[src/hw/break_unit_pkg.sv]
// Purpose: Shared constants and types for the bus-cycle break unit
// Assumes: 16-bit registers on a plain strobe port
// Notes: Offsets are register indices on the local port
package break_unit_pkg;
  localparam int ADDR_W = 3;
  localparam logic [2:0] OFS_ADDR_HI = 3'h0;
  localparam logic [2:0] OFS_ADDR_LO = 3'h1;
  localparam logic [2:0] OFS_MASK_HI = 3'h2;
  localparam logic [2:0] OFS_MASK_LO = 3'h3;
  localparam logic [2:0] OFS_COND = 3'h4;
  localparam logic [2:0] OFS_STATUS = 3'h5;
  localparam logic [2:0] OFS_IRQ_MASK = 3'h6;
  localparam logic [2:0] OFS_SAVED_PC = 3'h7;
  localparam logic [15:0] COND_RESET = 16'h0000;
  localparam logic [15:0] COND_WR_MASK = 16'h00FF;
  localparam int SRC_POS = 6;
  localparam int KIND_POS = 4;
  localparam int DIR_POS = 2;
  localparam int SIZE_POS = 0;
  localparam logic [1:0] SEL_NONE = 2'h0;
  localparam logic [1:0] SIZE_BYTE = 2'h1;
  localparam logic [1:0] SIZE_WORD = 2'h2;
  localparam logic [1:0] SIZE_LONG = 2'h3;
  localparam logic [3:0] BREAK_LEVEL = 4'hF;
  // Observed bus cycle
  typedef struct packed {
    logic valid;
    logic from_dma;
    logic is_fetch;
    logic is_write;
    logic [1:0] size;
    logic [31:0] addr;
    logic two_instr;
  } bus_cycle_s;
  // Program-flow context of the CPU when a break is taken
  typedef struct packed {
    logic defer;
    logic [31:0] next_pc;
    logic [31:0] last_next_pc;
  } cpu_ctx_s;
endpackage

[src/hw/break_unit.sv]
// Purpose: Bus-cycle break unit comparing CPU and DMA cycles to conditions
// Assumes: One 10 MHz clock, synchronous inputs, plain register port
// Notes: Break request is a level to the interrupt controller until acknowledged
// Functional notes
// - Condition register clears on reset and hardware standby, kept otherwise
// - Upper condition byte reserved, reads zero
// - Source field: none, CPU, DMA, either
// - Kind field: none, fetch, data, both
// - Direction field: none, read, write, both
// - Size field: any, byte, word, longword
// - Fetches always count as word size
// - Size from access, not bus width
// - Any 00 source, kind or direction field blocks every break
// - Full match raises break request
// - Second packed instruction breaks independently
// - Fetch break saves matching fetch address
// - Deferred fetch break saves next address
// - Data break saves next-executed address
// - Compare address held as two halves
// - Mask bit one excludes address bit
`timescale 1ns/1ps
module break_unit #(
  parameter int DATA_W = 16
) (
  input wire logic SYS_CLK,
  input wire logic RST,
  input wire logic HW_STANDBY,
  input wire logic [break_unit_pkg::ADDR_W-1:0] REG_ADDR,
  input wire logic [DATA_W-1:0] REG_WDATA,
  input wire logic REG_WR,
  input wire logic REG_RD,
  output logic [DATA_W-1:0] REG_RDATA,
  input wire break_unit_pkg::bus_cycle_s BUS_CYCLE,
  input wire break_unit_pkg::cpu_ctx_s CPU_CTX,
  input wire logic BREAK_ACK,
  output logic BREAK_REQ,
  output logic [3:0] BREAK_LEVEL_OUT,
  output logic [31:0] SAVED_PC,
  output logic IRQ
);

  logic [15:0] addr_hi_r;
  logic [15:0] addr_lo_r;
  logic [15:0] mask_hi_r;
  logic [15:0] mask_lo_r;
  logic [15:0] cond_r;
  logic [1:0] status_r;
  logic [1:0] irq_mask_r;
  logic [DATA_W-1:0] rdata_r;
  logic req_r;
  logic [31:0] pc_r;
  logic irq_r;
  logic [3:0] level_r;

  // Field selection test shared by source, kind and direction
  function automatic logic sel_hit(input logic [1:0] sel, input logic is_second);
    sel_hit = is_second ? sel[1] : sel[0];
  endfunction

  // Register decode
  wire wr_addr_hi = REG_WR && (REG_ADDR == break_unit_pkg::OFS_ADDR_HI);
  wire wr_addr_lo = REG_WR && (REG_ADDR == break_unit_pkg::OFS_ADDR_LO);
  wire wr_mask_hi = REG_WR && (REG_ADDR == break_unit_pkg::OFS_MASK_HI);
  wire wr_mask_lo = REG_WR && (REG_ADDR == break_unit_pkg::OFS_MASK_LO);
  wire wr_cond = REG_WR && (REG_ADDR == break_unit_pkg::OFS_COND);
  wire wr_status = REG_WR && (REG_ADDR == break_unit_pkg::OFS_STATUS);
  wire wr_irq_mask = REG_WR && (REG_ADDR == break_unit_pkg::OFS_IRQ_MASK);

  // Condition fields
  wire [1:0] src_sel = cond_r[break_unit_pkg::SRC_POS +: 2];
  wire [1:0] kind_sel = cond_r[break_unit_pkg::KIND_POS +: 2];
  wire [1:0] dir_sel = cond_r[break_unit_pkg::DIR_POS +: 2];
  wire [1:0] size_sel = cond_r[break_unit_pkg::SIZE_POS +: 2];

  // Compare address and mask as 32-bit words
  wire [31:0] cmp_addr = {addr_hi_r, addr_lo_r};
  wire [31:0] cmp_mask = {mask_hi_r, mask_lo_r};

  // Each bit either excluded by mask or equal to stored bit
  wire [31:0] bit_ok = cmp_mask | ~(BUS_CYCLE.addr ^ cmp_addr);
  wire addr_hit_first = &bit_ok;
  // The second packed instruction sits two bytes above the fetch address
  wire [31:0] second_addr = BUS_CYCLE.addr + 32'h0000_0002;
  wire [31:0] bit_ok2 = cmp_mask | ~(second_addr ^ cmp_addr);
  wire addr_hit_second = BUS_CYCLE.is_fetch && BUS_CYCLE.two_instr && (&bit_ok2);

  wire src_hit = sel_hit(src_sel, BUS_CYCLE.from_dma);
  wire kind_hit = sel_hit(kind_sel, !BUS_CYCLE.is_fetch);
  wire dir_hit = sel_hit(dir_sel, BUS_CYCLE.is_write);
  // Fetches are word size whatever the bus width; data uses its own size
  wire [1:0] eff_size = BUS_CYCLE.is_fetch ? break_unit_pkg::SIZE_WORD : BUS_CYCLE.size;
  wire size_hit = (size_sel == break_unit_pkg::SEL_NONE) || (size_sel == eff_size);
  // A 00 code in any of the three groups fails its own hit term
  wire fields_on = (src_sel != break_unit_pkg::SEL_NONE) && (kind_sel != break_unit_pkg::SEL_NONE)
                   && (dir_sel != break_unit_pkg::SEL_NONE);
  wire cycle_hit = BUS_CYCLE.valid && fields_on && src_hit && kind_hit && dir_hit && size_hit;
  wire match = cycle_hit && (addr_hit_first || addr_hit_second);

  // Saved program counter selection
  wire [31:0] fetch_pc = addr_hit_first ? BUS_CYCLE.addr : second_addr;
  wire [31:0] pc_nxt = !BUS_CYCLE.is_fetch ? CPU_CTX.last_next_pc :
                       CPU_CTX.defer ? CPU_CTX.next_pc :
                       fetch_pc;

  // Read mux; unmapped index answers zero
  logic [15:0] rd_mux;
  always_comb begin
    unique case (REG_ADDR)
      break_unit_pkg::OFS_ADDR_HI: rd_mux = addr_hi_r;
      break_unit_pkg::OFS_ADDR_LO: rd_mux = addr_lo_r;
      break_unit_pkg::OFS_MASK_HI: rd_mux = mask_hi_r;
      break_unit_pkg::OFS_MASK_LO: rd_mux = mask_lo_r;
      break_unit_pkg::OFS_COND: rd_mux = cond_r & break_unit_pkg::COND_WR_MASK;
      break_unit_pkg::OFS_STATUS: rd_mux = {14'h0000, status_r};
      break_unit_pkg::OFS_IRQ_MASK: rd_mux = {14'h0000, irq_mask_r};
      break_unit_pkg::OFS_SAVED_PC: rd_mux = pc_r[15:0];
      default: rd_mux = 16'h0000;
    endcase
  end

  // Sticky events: bit0 break matched, bit1 request acknowledged; set beats clear
  wire [1:0] events = {req_r && BREAK_ACK, match};
  wire [1:0] status_nxt = (status_r & ~(wr_status ? REG_WDATA[1:0] : 2'h0)) | events;

  // Address and mask registers; standby acts like reset but software standby does not
  always_ff @(posedge SYS_CLK or posedge RST) begin
    if (RST) begin
      addr_hi_r <= 16'h0000;
      addr_lo_r <= 16'h0000;
      mask_hi_r <= 16'h0000;
      mask_lo_r <= 16'h0000;
    end else if (HW_STANDBY) begin
      addr_hi_r <= 16'h0000;
      addr_lo_r <= 16'h0000;
      mask_hi_r <= 16'h0000;
      mask_lo_r <= 16'h0000;
    end else begin
      if (wr_addr_hi) addr_hi_r <= REG_WDATA[15:0];
      if (wr_addr_lo) addr_lo_r <= REG_WDATA[15:0];
      if (wr_mask_hi) mask_hi_r <= REG_WDATA[15:0];
      if (wr_mask_lo) mask_lo_r <= REG_WDATA[15:0];
    end
  end

  // Condition register; reserved byte never stored
  always_ff @(posedge SYS_CLK or posedge RST) begin
    if (RST) begin
      cond_r <= break_unit_pkg::COND_RESET;
    end else if (HW_STANDBY) begin
      cond_r <= break_unit_pkg::COND_RESET;
    end else if (wr_cond) begin
      cond_r <= REG_WDATA[15:0] & break_unit_pkg::COND_WR_MASK;
    end
  end

  // Interrupt status and mask
  always_ff @(posedge SYS_CLK or posedge RST) begin
    if (RST) begin
      status_r <= 2'h0;
      irq_mask_r <= 2'h0;
      irq_r <= 1'b0;
    end else begin
      // Standby clears status and mask together so no stale interrupt survives it
      status_r <= HW_STANDBY ? 2'h0 : status_nxt;
      if (HW_STANDBY) irq_mask_r <= 2'h0;
      else if (wr_irq_mask) irq_mask_r <= REG_WDATA[1:0];
      irq_r <= HW_STANDBY ? 1'b0 : |(status_nxt & irq_mask_r);
    end
  end

  // Break request held until the controller takes it; pending while refused
  always_ff @(posedge SYS_CLK or posedge RST) begin
    if (RST) begin
      req_r <= 1'b0;
      pc_r <= 32'h0000_0000;
    end else if (HW_STANDBY) begin
      req_r <= 1'b0;
    end else if (match && !req_r) begin
      req_r <= 1'b1;
      pc_r <= pc_nxt;
    end else if (req_r && BREAK_ACK) begin
      req_r <= 1'b0;
    end
  end

  // Level is fixed, but registered so the port comes straight from a flip-flop
  always_ff @(posedge SYS_CLK or posedge RST) begin
    if (RST) level_r <= break_unit_pkg::BREAK_LEVEL;
    else level_r <= break_unit_pkg::BREAK_LEVEL;
  end

  // Read data appears the cycle after the strobe only
  always_ff @(posedge SYS_CLK or posedge RST) begin
    if (RST) rdata_r <= '0;
    else rdata_r <= REG_RD ? DATA_W'(rd_mux) : '0;
  end

  assign REG_RDATA = rdata_r;
  assign BREAK_REQ = req_r;
  assign BREAK_LEVEL_OUT = level_r;
  assign SAVED_PC = pc_r;
  assign IRQ = irq_r;
endmodule // break_unit

[config.mk]
export PLATFORM = sky130hd
export DESIGN_NAME = break_unit
export DESIGN_NICKNAME = d
export VERILOG_FILES = /design/src/hw/break_unit_pkg.sv /design/src/hw/break_unit.sv
export SDC_FILE = /design/constraint.sdc
export NUM_CORES = 1
export LEC_CHECK = 0
export ABC_AREA = 1
export ABC_CLOCK_PERIOD_IN_PS = 5000
export BUFFER_PORTS_ARGS = -buffer_cell sky130_fd_sc_hd__buf_2
export CAP_MARGIN = 0
export CORE_MARGIN = 2
export CORE_UTILIZATION = 56
export DETAILED_ROUTE_END_ITERATION = 10
export PLACE_DENSITY = 0.9
export SYNTH_ARGS = -nofsm -noshare
export SYNTH_HDL_FRONTEND = slang
export SYNTH_SLANG_ARGS = --single-unit
[constraint.sdc]
create_clock -name SYS_CLK -period 5 [get_ports SYS_CLK]
set_input_delay 0.75 -clock SYS_CLK [delete_from_list [all_inputs] [get_ports SYS_CLK]]
set_output_delay 0.75 -clock SYS_CLK [all_outputs]
set_load 0.05 [all_outputs]
; ---- Word-level counts from Yosys, hierarchy flattened
; Cells that the tools add are included.
[word_totals]
mem_bits_rw = 0
ff_bits = 126
wordCells = 96
memories = 0
output_inout_bits = 54
rom_bits = 0
in_bits = 129
latch_bits = 0
[classes]
add_sub_neg = 1
div = 0
bitwise_logic = 11
n_shift = 0
n_reduce_logical = 38
n_eq_ne = 8
magnitude_cmp = 0
n_mul = 0
n_mux = 27
[op_table]
columns = op, count
row1 = 16-bit two-way mux, 9
row2 = 16-bit case mux with 8 select lines, 1
row3 = 32-bit two-way mux, 3
row4 = 32-bit inverter, 2
row5 = 32-bit bitwise OR, 2
row6 = 32-bit AND reduction, 2
row7 = 32-bit bitwise XOR, 2
row8 = 32-bit by 2-bit adder with 32-bit output (second input constant), 1
row9 = 1-bit logical AND, 19
row10 = 2-bit nonzero test, 9
row11 = 8-bit two-way mux, 2
row12 = 3-bit == test (second input constant), 4
row13 = 2-bit two-way mux, 5
row14 = 1-bit two-way mux, 7
row15 = 3-bit by 2-bit == test with 1-bit output (second input constant), 2
row16 = 2-bit bitwise AND, 2
row17 = 3-bit by 1-bit == test with 1-bit output (second input constant), 1
row18 = 3-bit zero test, 1
row19 = 3-bit nonzero test, 1
row20 = 2-bit == test, 1
row21 = 2-bit zero test, 1
row22 = 1-bit logical OR, 2
row23 = 2-bit inverter, 1
row24 = 2-bit bitwise OR, 1
row25 = 4 further kinds, 4

; ---- Depth between registers and ports, before layout
; Gate-level depths: netlist (run 1).
[depth]
ltp_word = 13
mapped_depth = 19
depth_no_buf = 19

; ---- Worst setup path before layout (run 1)
; Ideal clock, no wire load.
[synth_path]
kind = input -> register
start = in BUS_CYCLE[2] (netlist name)
end = reg pc_r[2] (netlist: SAVED_PC[2])
t_arrival_ps = 2500
stages = 17
setup_ps = 124
path_buffers = 1
required_time_ps = 4876
setup_slack_ps = 2376
cell_sequence = ha_1 -> nand2_2 -> nor2_4 -> nand2_4 -> nor2_4 -> nand2_1 -> xor2_1 -> nand2_1 -> nand2_1 -> nor2_1 -> nor2_1 -> nand3_1 -> nand2_2 -> nand3_4 -> buf_6 -> nand2_1 -> o21ai_2
[synth_via]
elab_chain_len = 10
elab_cells_between_ends = 17
cone_classes = add/sub (1) / mux (3) / bitwise (6) / reduce/logical (7)
[synth_lines]
columns = element, line_no
row1 = start: declaration, break_unit.sv:33  ; input wire break_unit_pkg::bus_cycle_s BUS_CYCLE,
row2 = 32-bit by 2-bit adder with 32-bit output, break_unit.sv:83  ; wire [31:0] second_addr = BUS_CYCLE.addr + 32'h0000_0002;
row3 = 32-bit bitwise XOR, break_unit.sv:84  ; wire [31:0] bit_ok2 = cmp_mask | ~(second_addr ^ cmp_addr);
row4 = 32-bit inverter, break_unit.sv:84
row5 = 32-bit bitwise OR, break_unit.sv:84
row6 = 32-bit AND reduction, break_unit.sv:85  ; wire addr_hit_second = BUS_CYCLE.is_fetch && BUS_CYCLE.two_instr && (&bit_ok2);
row7 = 1-bit logical AND, break_unit.sv:85
row8 = 1-bit logical OR, break_unit.sv:97  ; wire match = cycle_hit && (addr_hit_first || addr_hit_second);
row9 = 1-bit logical AND, break_unit.sv:97
row10 = 1-bit logical AND, break_unit.sv:178  ; end else if (match && !req_r) begin
row11 = 2-bit AND reduction (no source line), n/a
row12 = end signal: assignment, break_unit.sv:180  ; pc_r <= pc_nxt;
row13 = end: declaration, break_unit.sv:51  ; logic [31:0] pc_r;
; Several ways; a longest one is shown, not always the timed one.
; A chain may end at the register's enable or synchronous reset.

; ---- Final worst setup path (run 1)
[layout_path]
start = in BUS_CYCLE[3] (netlist name)
end = reg pc_r[0] (netlist: SAVED_PC[0])
; Same word-level chain as after synthesis.

==> results of run 1 <==
==> worst paths after layout <==
kind	start	to	cells after the start
min in group SYS_CLK	SAVED_PC[26]$_DFFE_PP0P_	SAVED_PC[26]$_DFFE_PP0P_	2
worst min register to register	SAVED_PC[26]$_DFFE_PP0P_	SAVED_PC[26]$_DFFE_PP0P_	2
worst min-delay path	RST	mask_lo_r[15]$_DFFE_PP0P_	2
max in group asynchronous	RST	SAVED_PC[19]$_DFFE_PP0P_	3
worst max register to register	addr_lo_r[0]$_DFFE_PP0P_	SAVED_PC[0]$_DFFE_PP0P_	11
worst max-delay path	BUS_CYCLE[3]	SAVED_PC[0]$_DFFE_PP0P_	16
==> cell usage in the layout (no fill, tap or decap), types with 4 or more instances in the layout <==
cell / n
clkinv_4: 4
mux2_2: 17
a21oi_1: 74
o21ai_2: 30
nand2_2: 12
conb_1: 4
nand3_1: 107
buf_4: 10
o21ai_0: 115
nand2_1: 346
xnor2_1: 5
dfrtp_1: 126
nor3_1: 8
nand4_1: 15
nand3b_1: 9
o22ai_1: 16
nor2_2: 6
nor2_1: 83
inv_1: 140
clkbuf_16: 17
xor2_1: 18
a221oi_1: 23
buf_2: 178
nor2_4: 7
==> where the power goes <==
part | switching, uW | internal, uW | leakage (uW)
sequential | 45.8 | 1080 | 0.00168
clock | 488 | 749 | 0.000281
combinational | 379 | 176 | 0.00322
==> state kept, by name, indices dropped and copies added (netlist names) <==
name        cells
mask_hi_r      16
BREAK_REQ       1
status_r        2
IRQ             1
mask_lo_r      16
addr_hi_r      16
addr_lo_r      16
cond_r          8
REG_RDATA      16
SAVED_PC       32
irq_mask_r      2
==> worst max-delay path, stage by stage <==
cell and delay (ns):
buf_2 0.15, ha_1 0.23, nand2_2 0.10, nor2_4 0.23
nand3_2 0.16, nor2_1 0.25, xor2_1 0.29, nand2_1 0.08
nand3_1 0.09, nand2_1 0.06, nor2_1 0.16, nand3_1 0.11
nand2_2 0.10, nand3_4 0.61, nand2_1 0.32, o21ai_2 0.09
==> logic make-up (layout without fill, tap and decap cells) <==
| kind of cell | after synthesis | count (layout) | share of synthesized area (%) |
|---|---|---|---|
| and+or+nand+nor | 601 | 601 | 30.4 |
| adders and majority gates | 1 | 1 | 0.146 |
| muxes | 17 | 17 | 2.23 |
| DFF | 126 | 126 | 36.8 |
| other | 1 | 4 | 0.0437 |
| buffers and inverters | 197 | 363 | 9.36 |
| xor gates and xnor gates | 24 | 24 | 2.63 |
| AOI/OAI and AO/OA | 268 | 268 | 18.5 |
==> stage by stage <==
stage | setup slack (ns) | instances | hold WS, ns | util [%] | power [uW]
final | 1.47 | 1592 | 0.415 | 67.1 | 2920
after global routing | 1.32 | 1592 | 0.484 | 67.1 | 3030
after CTS | 1.57 | 1592 | 0.445 | 67.1 | 2900
after detailed placement | 1.16 | 1560 | 0.466 | 63.2 | 1680
after global placement | 1.16 | 1560 | 0.460 | 63.2 | 1670
after floorplan | 0.894 | 1238 | 0.467 | - | 1480
==> layout make-up <==
class	count	area (sq um)
clock buffers	20	447
fillers	1342	4970
well taps	188	235
multi-input cells	915	4640
flip-flops and latches	126	3150
inverters	143	539
repair buffers	188	966
clock inverters	12	138
==> metal layers <==
layer | wire [microns] | vias to the layer above | share of wire (%) | track usage, %
li1 | - | 4381 | - | -
met1 | 12500 | 4338 | 41 | 53.5
met2 | 13300 | 634 | 43 | 56.9
met3 | 4050 | 69 | 13 | 9.68
met4 | 654 | 2 | 2.1 | 12.2
met5 | 9 | - | 0.029 | 0
==> out/metrics.cfg, run 1 <==
[outcome]
outcome = finished clean

[logic_synthesis]
synth_largest_area_cell = dfrtp_1
synthTopCellsByArea = dfrtp_1 (37%), nand2_1 (15%), o21ai_0 (6.7%), nand3_1 (6.2%), inv_1 (6.2%)
syn_inst = 1235
yosys_warnings = 0
ys_seq_elements = 126
postSynth.asyncResetShare_pct = 100
synth_top_area_share_pct = 36.8
synth_area_sq_um = 8570
ys_seq_area_share_pct = 36.8
synth-edff-count = 0
yosysUniqueCellTypes = 42
synthTopCellsByCount = nand2_1 (346), inv_1 (141), dfrtp_1 (126), o21ai_0 (115), nand3_1 (107)
synth.avg_cell_area_sq_um = 6.94
yosys_most_used_dff = dfrtp_1
synthMostInstantiatedCell = nand2_1

[sta]
fin_setup_tns_ns = 0
hold_viol = 0
skew_ns = 0.00622
max_slew.worst_pin.slew_ns = 1.17
post-route-min-period_ns = 3.53
setup_viol = 0
fin_crit_sh_pct = 70.6
maxSlewViolCount = 0
rsz0062_at_grt = no
max-slew-margin-rel_pct = 22.1
fmax_ghz = 0.283

[layout]
diodes = 0
fin_area_sq_um = 10100
drive_gt1_share_pct = 21.2
finalNetCount = 1521
area_delta_synth_final_pct = 18.1

[grt]
first_global_vias = 8387
grt_start_max_net_pins = 64
grt.overflow.total = 0
grt_pass1_wl_microns = 46400
antenna_found_initial = 1
grt_usage_pct = 37.7

[cts]
cts-resized-gates = 0
clock_path_buffers = 2
cts.sinks = 126
post_cts_buffers = 0
clkLatencyLatePin_ns = 0.44
cts.htree.levels = 4
clkTransAtPathRegs_ns = 0.06
root_buffer = clkbuf_16
numCtsBuffers = 17
hold_buffers = 0
cts_tree = yes

[floorplan]
start_util_pct = 56.8
core_area_sq_um = 15100
rows = 45
io_pins = 183
die_y_microns = 128
die_w_microns = 128
die-area_sq_um = 16300

[power_and_ir_drop]
p_leak_uw = 0.00518
p_per_area_nw_per_um2 = 288
ir_drop_mv = 0.240

[worst_setup_path]
cp.required_ns = 5.29
reg2reg_slack_ns = 1.80
worstSetupPathType = primary input to register
critPathLaunchType = primary input
crit_path_max_fanout = 63
critPathArrivalTime_ns = 3.82
cp-end-kind = register

[detailed_routing]
drt-initial-drc-count = 1366
wire_per_inst_microns = 19.2
route.detailed.drc = 0
drtPass1Iterations = 5
detail-route-antenna-nets = 0
drt_wl_total_microns = 30500
vias = 9424
drt-vias-per-instance = 5.92

[worst_hold_path]
hp-class = primary input to asynchronous set/reset pin

[placed_design]
portBuffers = 178
gp_congestion = 1.04
dpl-instance-area_sq_um = 9540
dp_hpwl_microns = 22900

[flow_run]
drv_cap = 0

(Power assumes the default switching activity.)
==> run 2, diff against run 1 <==
Settings changed: ABC_CLOCK_PERIOD_IN_PS 5000 to 2900, CORE_UTILIZATION 56 to 50, PLACE_DENSITY 0.9 to 0.85.
Clock period 5 ns to 2.9 ns, I/O delays scaled along.
==> out/metrics.cfg, run 2 (synthesis results as in run 1) <==
[outcome]
outcome = finished clean

[power_and_ir_drop]
fin_total_pwr_uw = 5310  ; +82%
combPwrFrac_pct = 18.8  ; -0.2 points
swShare_pct = 31.1  ; -0.19 points
power_switching_uw = 1650  ; +81%
p_int_uw = 3660  ; +83%
p_per_area_nw_per_um2 = 508  ; +76%
power_frac_clock_pct = 44.6  ; +2.2 points
ir_drop_mv = 0.398  ; +66%
sequentialPowerShare_pct = 36.6  ; -2.0 points
p_leak_uw = 0.00534  ; +3.1%

[sta]
max_slew.worst_pin.slew_ns = 0.818  ; -0.348 ns
fmax_ghz = 0.388
setup_slack_ns = 0.325  ; -1.15 ns
fin_setup_tns_ns = 0  ; unchanged
setup_viol = 0  ; unchanged
max-slew-margin-rel_pct = 45.3  ; +23 points
fin_crit_sh_pct = 88.8
post-route-min-period_ns = 2.58
hold_viol = 0  ; unchanged
skew_ns = 0.0117  ; +0.00547 ns
maxSlewViolCount = 0  ; unchanged
rsz0062_at_grt = no

[worst_hold_path]
hp-class = primary input to asynchronous set/reset pin

[floorplan]
io_pins = 183  ; unchanged
rows = 47  ; +4.4%
die_w_microns = 135  ; +5.6%
die_y_microns = 135  ; +5.6%
die-area_sq_um = 18200  ; +12%
start_util_pct = 51.5  ; -5.3 points
core_area_sq_um = 16600  ; +10%

[layout]
largest_register_ffs = 32  ; unchanged
diodes = 0  ; unchanged
finalNetCount = 1545  ; +1.6%
drive_gt1_share_pct = 22.6  ; +1.5 points
final_core_util_pct = 62.9  ; -4.2 points
final_common_cell = nand2_1
seqCellArea_sq_um = 3150  ; unchanged
fillers = 1532  ; +14%
final_cell_mix = nand2_1 (346), buf_2 (178), inv_1 (140)
area_delta_synth_final_pct = 22.1
multiInputGateArea_sq_um = 4640  ; unchanged
instances_no_fill = 1648  ; +3.5%

[cts]
hold_buffers = 0  ; unchanged
numCtsBuffers = 17  ; unchanged
cts.htree.levels = 4  ; unchanged
clkTransAtPathRegs_ns = 0.06  ; about the same
clkLatencyLatePin_ns = 0.44  ; about the same
root_buffer = clkbuf_16
cts.sinks = 126  ; unchanged
clock_path_buffers = 2  ; unchanged
post_cts_buffers = 0  ; unchanged
cts-resized-gates = 0  ; unchanged
cts_tree = yes

[detailed_routing]
drt-initial-drc-count = 1588  ; +16%
wire_per_inst_microns = 19.9  ; +3.6%
detail-route-antenna-nets = 0  ; unchanged
drtPass1Iterations = 7  ; +2
drt_wl_total_microns = 32800  ; +7.3%
vias = 9659  ; +2.5%
route.detailed.drc = 0  ; unchanged
drt-vias-per-instance = 5.86  ; -0.99%

[grt]
grt_pass1_wl_microns = 49500  ; +6.7%
grt_start_max_net_pins = 51  ; -20%
antenna_found_initial = 0  ; -1
grt.overflow.total = 0  ; unchanged
first_global_vias = 8851  ; +5.5%
grt_usage_pct = 36.0  ; -1.7 points

[worst_setup_path]
crit_path_max_fanout = 50  ; -21%
critPathLaunchType = register
worstSetupPathType = register to register
cp.required_ns = 3.26  ; -2.03 ns
cp-end-kind = register
critPathArrivalTime_ns = 2.93  ; -0.89 ns

[placed_design]
dp.cells = 1616  ; +3.6%
dp_hpwl_microns = 24700  ; +7.8%
gp_congestion = 1.02  ; -2.5%
place_ws_ns = -0.0102  ; -1.17 ns
portBuffers = 178  ; unchanged

[flow_run]
drv_cap = 0  ; unchanged

[run 2: power by group through the flow]
stage                     registers [uW]  clock network (uW)  logic (uW)
after floorplan                     1980                   0         563
after global placement              1960                   0         945
after detailed placement            1970                   0         959
after CTS                           1940                2380         970
after global routing                1950                2460        1080
final                               1940                2370         997
[run 2: layout make-up]
class	instances	share of cell area, %
tap	220	2.63
timing repair buffer	212	11.5
inverter	143	5.17
clock inverter	14	1.96
sequential	126	30.1
clock buffer	18	4.20
multi-input combinational	915	44.4
[run 2: final timing paths]
path / start / to / slack, ns / cells past startpoint
max: addr_hi_r[11]$_DFFE_PP0P_ / SAVED_PC[28]$_DFFE_PP0P_ / 0.32 / 15
min: RST / addr_hi_r[11]$_DFFE_PP0P_ / 0.15 / 2
max reg2reg: addr_hi_r[11]$_DFFE_PP0P_ / SAVED_PC[28]$_DFFE_PP0P_ / 0.32 / 15
min reg2reg: SAVED_PC[22]$_DFFE_PP0P_ / SAVED_PC[22]$_DFFE_PP0P_ / 0.48 / 2
max in group asynchronous: RST / addr_hi_r[5]$_DFFE_PP0P_ / 2.04 / 3
min in group SYS_CLK: BREAK_ACK / BREAK_REQ$_DFFE_PP0P_ / 0.27 / 4
[run 2: metrics by stage]
stage	cell area, sq um	hold slack (ns)
after floorplan	8590	0.467
after global placement	9820	0.461
after detailed placement	9820	0.466
after CTS	10500	0.165
after global routing	10500	0.208
final	10500	0.148
[run 2: layer usage]
| metal | part of all wire, % | GRT usage, % | up-vias |
|---|---|---|---|
| met1 | 42 | 51.3 | 4495 |
| met5 | 0 | 0 | - |
| met4 | 2.5 | 11.3 | 0 |
| li1 | - | - | 4442 |
| met2 | 43 | 54.0 | 652 |
| met3 | 12 | 9.20 | 70 |
[run 2: critical path: stages, from the launching register on]
cell	delay (ns)
dfrtp_1	0.40
nand2_1	0.06
inv_1	0.03
nor2_1	0.29
inv_1	0.17
o22ai_1	0.18
nor2_1	0.10
nand4_1	0.13
nor2_2	0.07
nand2_1	0.09
buf_4	0.27
nand2_2	0.12
nand3_4	0.10
buf_12	0.27
nand2_1	0.11
o21ai_2	0.08
==> run 3, diff against run 2 <==
Settings changed: CORE_MARGIN 2 to 3.
==> out/metrics.cfg, run 3 (synthesis results as in run 1) <==
[layout]
diodes = 0  ; unchanged
fillers = 1532  ; unchanged
final_common_cell = nand2_1
area_delta_synth_final_pct = 21.7
multiInputGateArea_sq_um = 4640  ; unchanged
finalNetCount = 1549  ; +0.26%
largest_register_ffs = 32  ; unchanged
seqCellArea_sq_um = 3150  ; unchanged
final_cell_mix = nand2_1 (346), buf_2 (178), inv_1 (140)
drive_gt1_share_pct = 22.8  ; +0.15 points

[detailed_routing]
drtPass1Iterations = 6  ; -1
vias = 9569  ; -0.93%
drt-vias-per-instance = 5.79  ; -1.2%
detail-route-antenna-nets = 0  ; unchanged
drt_wl_total_microns = 31900  ; -2.7%
wire_per_inst_microns = 19.3  ; -3.0%
drt-initial-drc-count = 1358  ; -14%
route.detailed.drc = 0  ; unchanged

[grt]
grt_usage_pct = 33.6  ; -2.5 points
grt_pass1_wl_microns = 47500  ; -4.0%
grt.overflow.total = 0  ; unchanged
first_global_vias = 8601  ; -2.8%
antenna_found_initial = 1  ; +1
grt_start_max_net_pins = 77  ; +51%

[cts]
numCtsBuffers = 17  ; unchanged
root_buffer = clkbuf_16
cts_tree = yes
cts.sinks = 126  ; unchanged
clock_path_buffers = 2  ; unchanged
cts.htree.levels = 4  ; unchanged
clkTransAtPathRegs_ns = 0.06  ; about the same
clkLatencyLatePin_ns = 0.43  ; about the same
post_cts_buffers = 0  ; unchanged

[floorplan]
die-area_sq_um = 18800  ; +3.0%
core_area_sq_um = 16700  ; +0.35%
io_pins = 183  ; unchanged
start_util_pct = 51.3  ; -0.18 points
die_w_microns = 137  ; +1.5%
rows = 47  ; unchanged
die_y_microns = 137  ; +1.5%

[sta]
max-slew-margin-rel_pct = 51.0  ; +5.6 points
post-route-min-period_ns = 2.51  ; -0.0678 ns
setup_viol = 0  ; unchanged
hold_viol = 0  ; unchanged
fmax_ghz = 0.399  ; +2.7%
maxSlewViolCount = 0  ; unchanged
skew_ns = 0.00740  ; -0.00429 ns
rsz0062_at_grt = no
fin_setup_tns_ns = 0  ; unchanged
setup_slack_ns = 0.393  ; +0.0678 ns
max_slew.worst_pin.slew_ns = 0.734  ; -0.0838 ns
fin_crit_sh_pct = 86.5  ; -2.3 points

[worst_setup_path]
critPathArrivalTime_ns = 2.81  ; -0.12 ns
worstSetupPathType = register to register
cpMostUsedCell = nand2_1
cp_cell_sequence = or2_2, nand2_1, nor3b_1, nand4_1, nor2_2, nand2_1, buf_4, nand2_2, nand3_4, buf_12, nand2_1, o21ai_2
reg2reg_from = addr_lo_r[0]$_DFFE_PP0P_
path_delay_family = simple AND/OR/NAND/NOR gates
slowest_stage = dfrtp_1
critPathBufInv = 2  ; -2
critPathLaunchType = register
cp.required_ns = 3.21  ; -0.05 ns
cp-startpoint = addr_lo_r[0]$_DFFE_PP0P_
crit_path_max_fanout = 37  ; -26%
cp-end-kind = register
slowest_delay_ns = 0.39  ; about the same

[worst_hold_path]
hp-class = primary input to register
min_from = REG_RD

[placed_design]
gp_congestion = 1.06  ; +4.2%
place_ws_ns = 0.0336  ; +0.0438 ns
dp_hpwl_microns = 24300  ; -1.6%
portBuffers = 178  ; unchanged

[power_and_ir_drop]
ir_drop_mv = 0.396  ; -0.40%
p_per_area_nw_per_um2 = 488  ; -3.8%
p_leak_uw = 0.00532  ; -0.32%

[flow_run]
drv_cap = 0  ; unchanged

[outcome]
outcome = finished clean

run 3: cell count changes in the layout (fill, tap and decap cells not counted), sizes merged:
cell	delta
buf	+3
clkinvlp	+3
bufinv	-2
clkbuf	-1
clkinv	+1
dlygate4sd3	+1
inv	-1
run 3: worst register-to-register path, delay by kind of cell, from the launching register on:
family                 cells  cell delay (ns)
buffers and inverters      2             0.43
AO/OA/AOI/OAI              1             0.05
flip-flops                 1             0.39
AND/OR/NAND/NOR            9             1.51
run 3: power by group:
part,leakage [uW],internal (uW),switching [uW]
Sequential,0.00168,1860,83.1
Combinational,0.00337,323,662
Clock,0.000272,1270,893
run 3: per-layer routing:
metal / vias to the layer above / wire length [microns] / part of all wire (%) / track usage (%)
li1: 4443 / - / - / -
met1: 4460 / 13500 / 42 / 48.2
met2: 586 / 13600 / 43 / 49.6
met3: 78 / 3970 / 12 / 9.04
met4: 2 / 759 / 2.4 / 9.92
met5: - / 13 / 0.041 / 0
run 3: layout make-up:
class | instances | share of cell area [%]
Multi-Input combinational cell | 915 | 44.5
Sequential cell | 126 | 30.2
Timing Repair Buffer | 216 | 11.8
Inverter | 143 | 5.18
Clock buffer | 17 | 4.08
Tap cell | 220 | 2.64
Clock inverter | 15 | 1.57
run 3: worst paths after layout:
check / end / slack, ns / cells after the start
max: SAVED_PC[31]$_DFFE_PP0P_ / 0.39 / 12
max reg2reg: SAVED_PC[31]$_DFFE_PP0P_ / 0.39 / 12
min: REG_RDATA[4]$_DFF_PP0_ / 0.29 / 3
min in group asynchronous: mask_hi_r[12]$_DFFE_PP0P_ / 0.44 / 3
min reg2reg: SAVED_PC[25]$_DFFE_PP0P_ / 0.48 / 2
max in group asynchronous: mask_lo_r[5]$_DFFE_PP0P_ / 1.82 / 4
run 3: stage by stage:
stage          power (uW)  area, sq um  instances  hold WS [ns]  util [%]
2_1_floorplan        2550         8590       1238         0.467         -
3_3_place_gp         2910         9830       1619         0.336      58.9
3_5_place_dp         2920         9830       1619         0.335      58.9
4_1_cts              5070        10400       1652         0.288      62.5
5_1_grt              5270        10400       1652         0.303      62.5
6_report             5090        10400       1652         0.294      62.5
run 3: what timing repair did:
action	CTS	global route
endpoints found under the hold margin	1	0
resized for setup	0	0
hold buffers	1	0
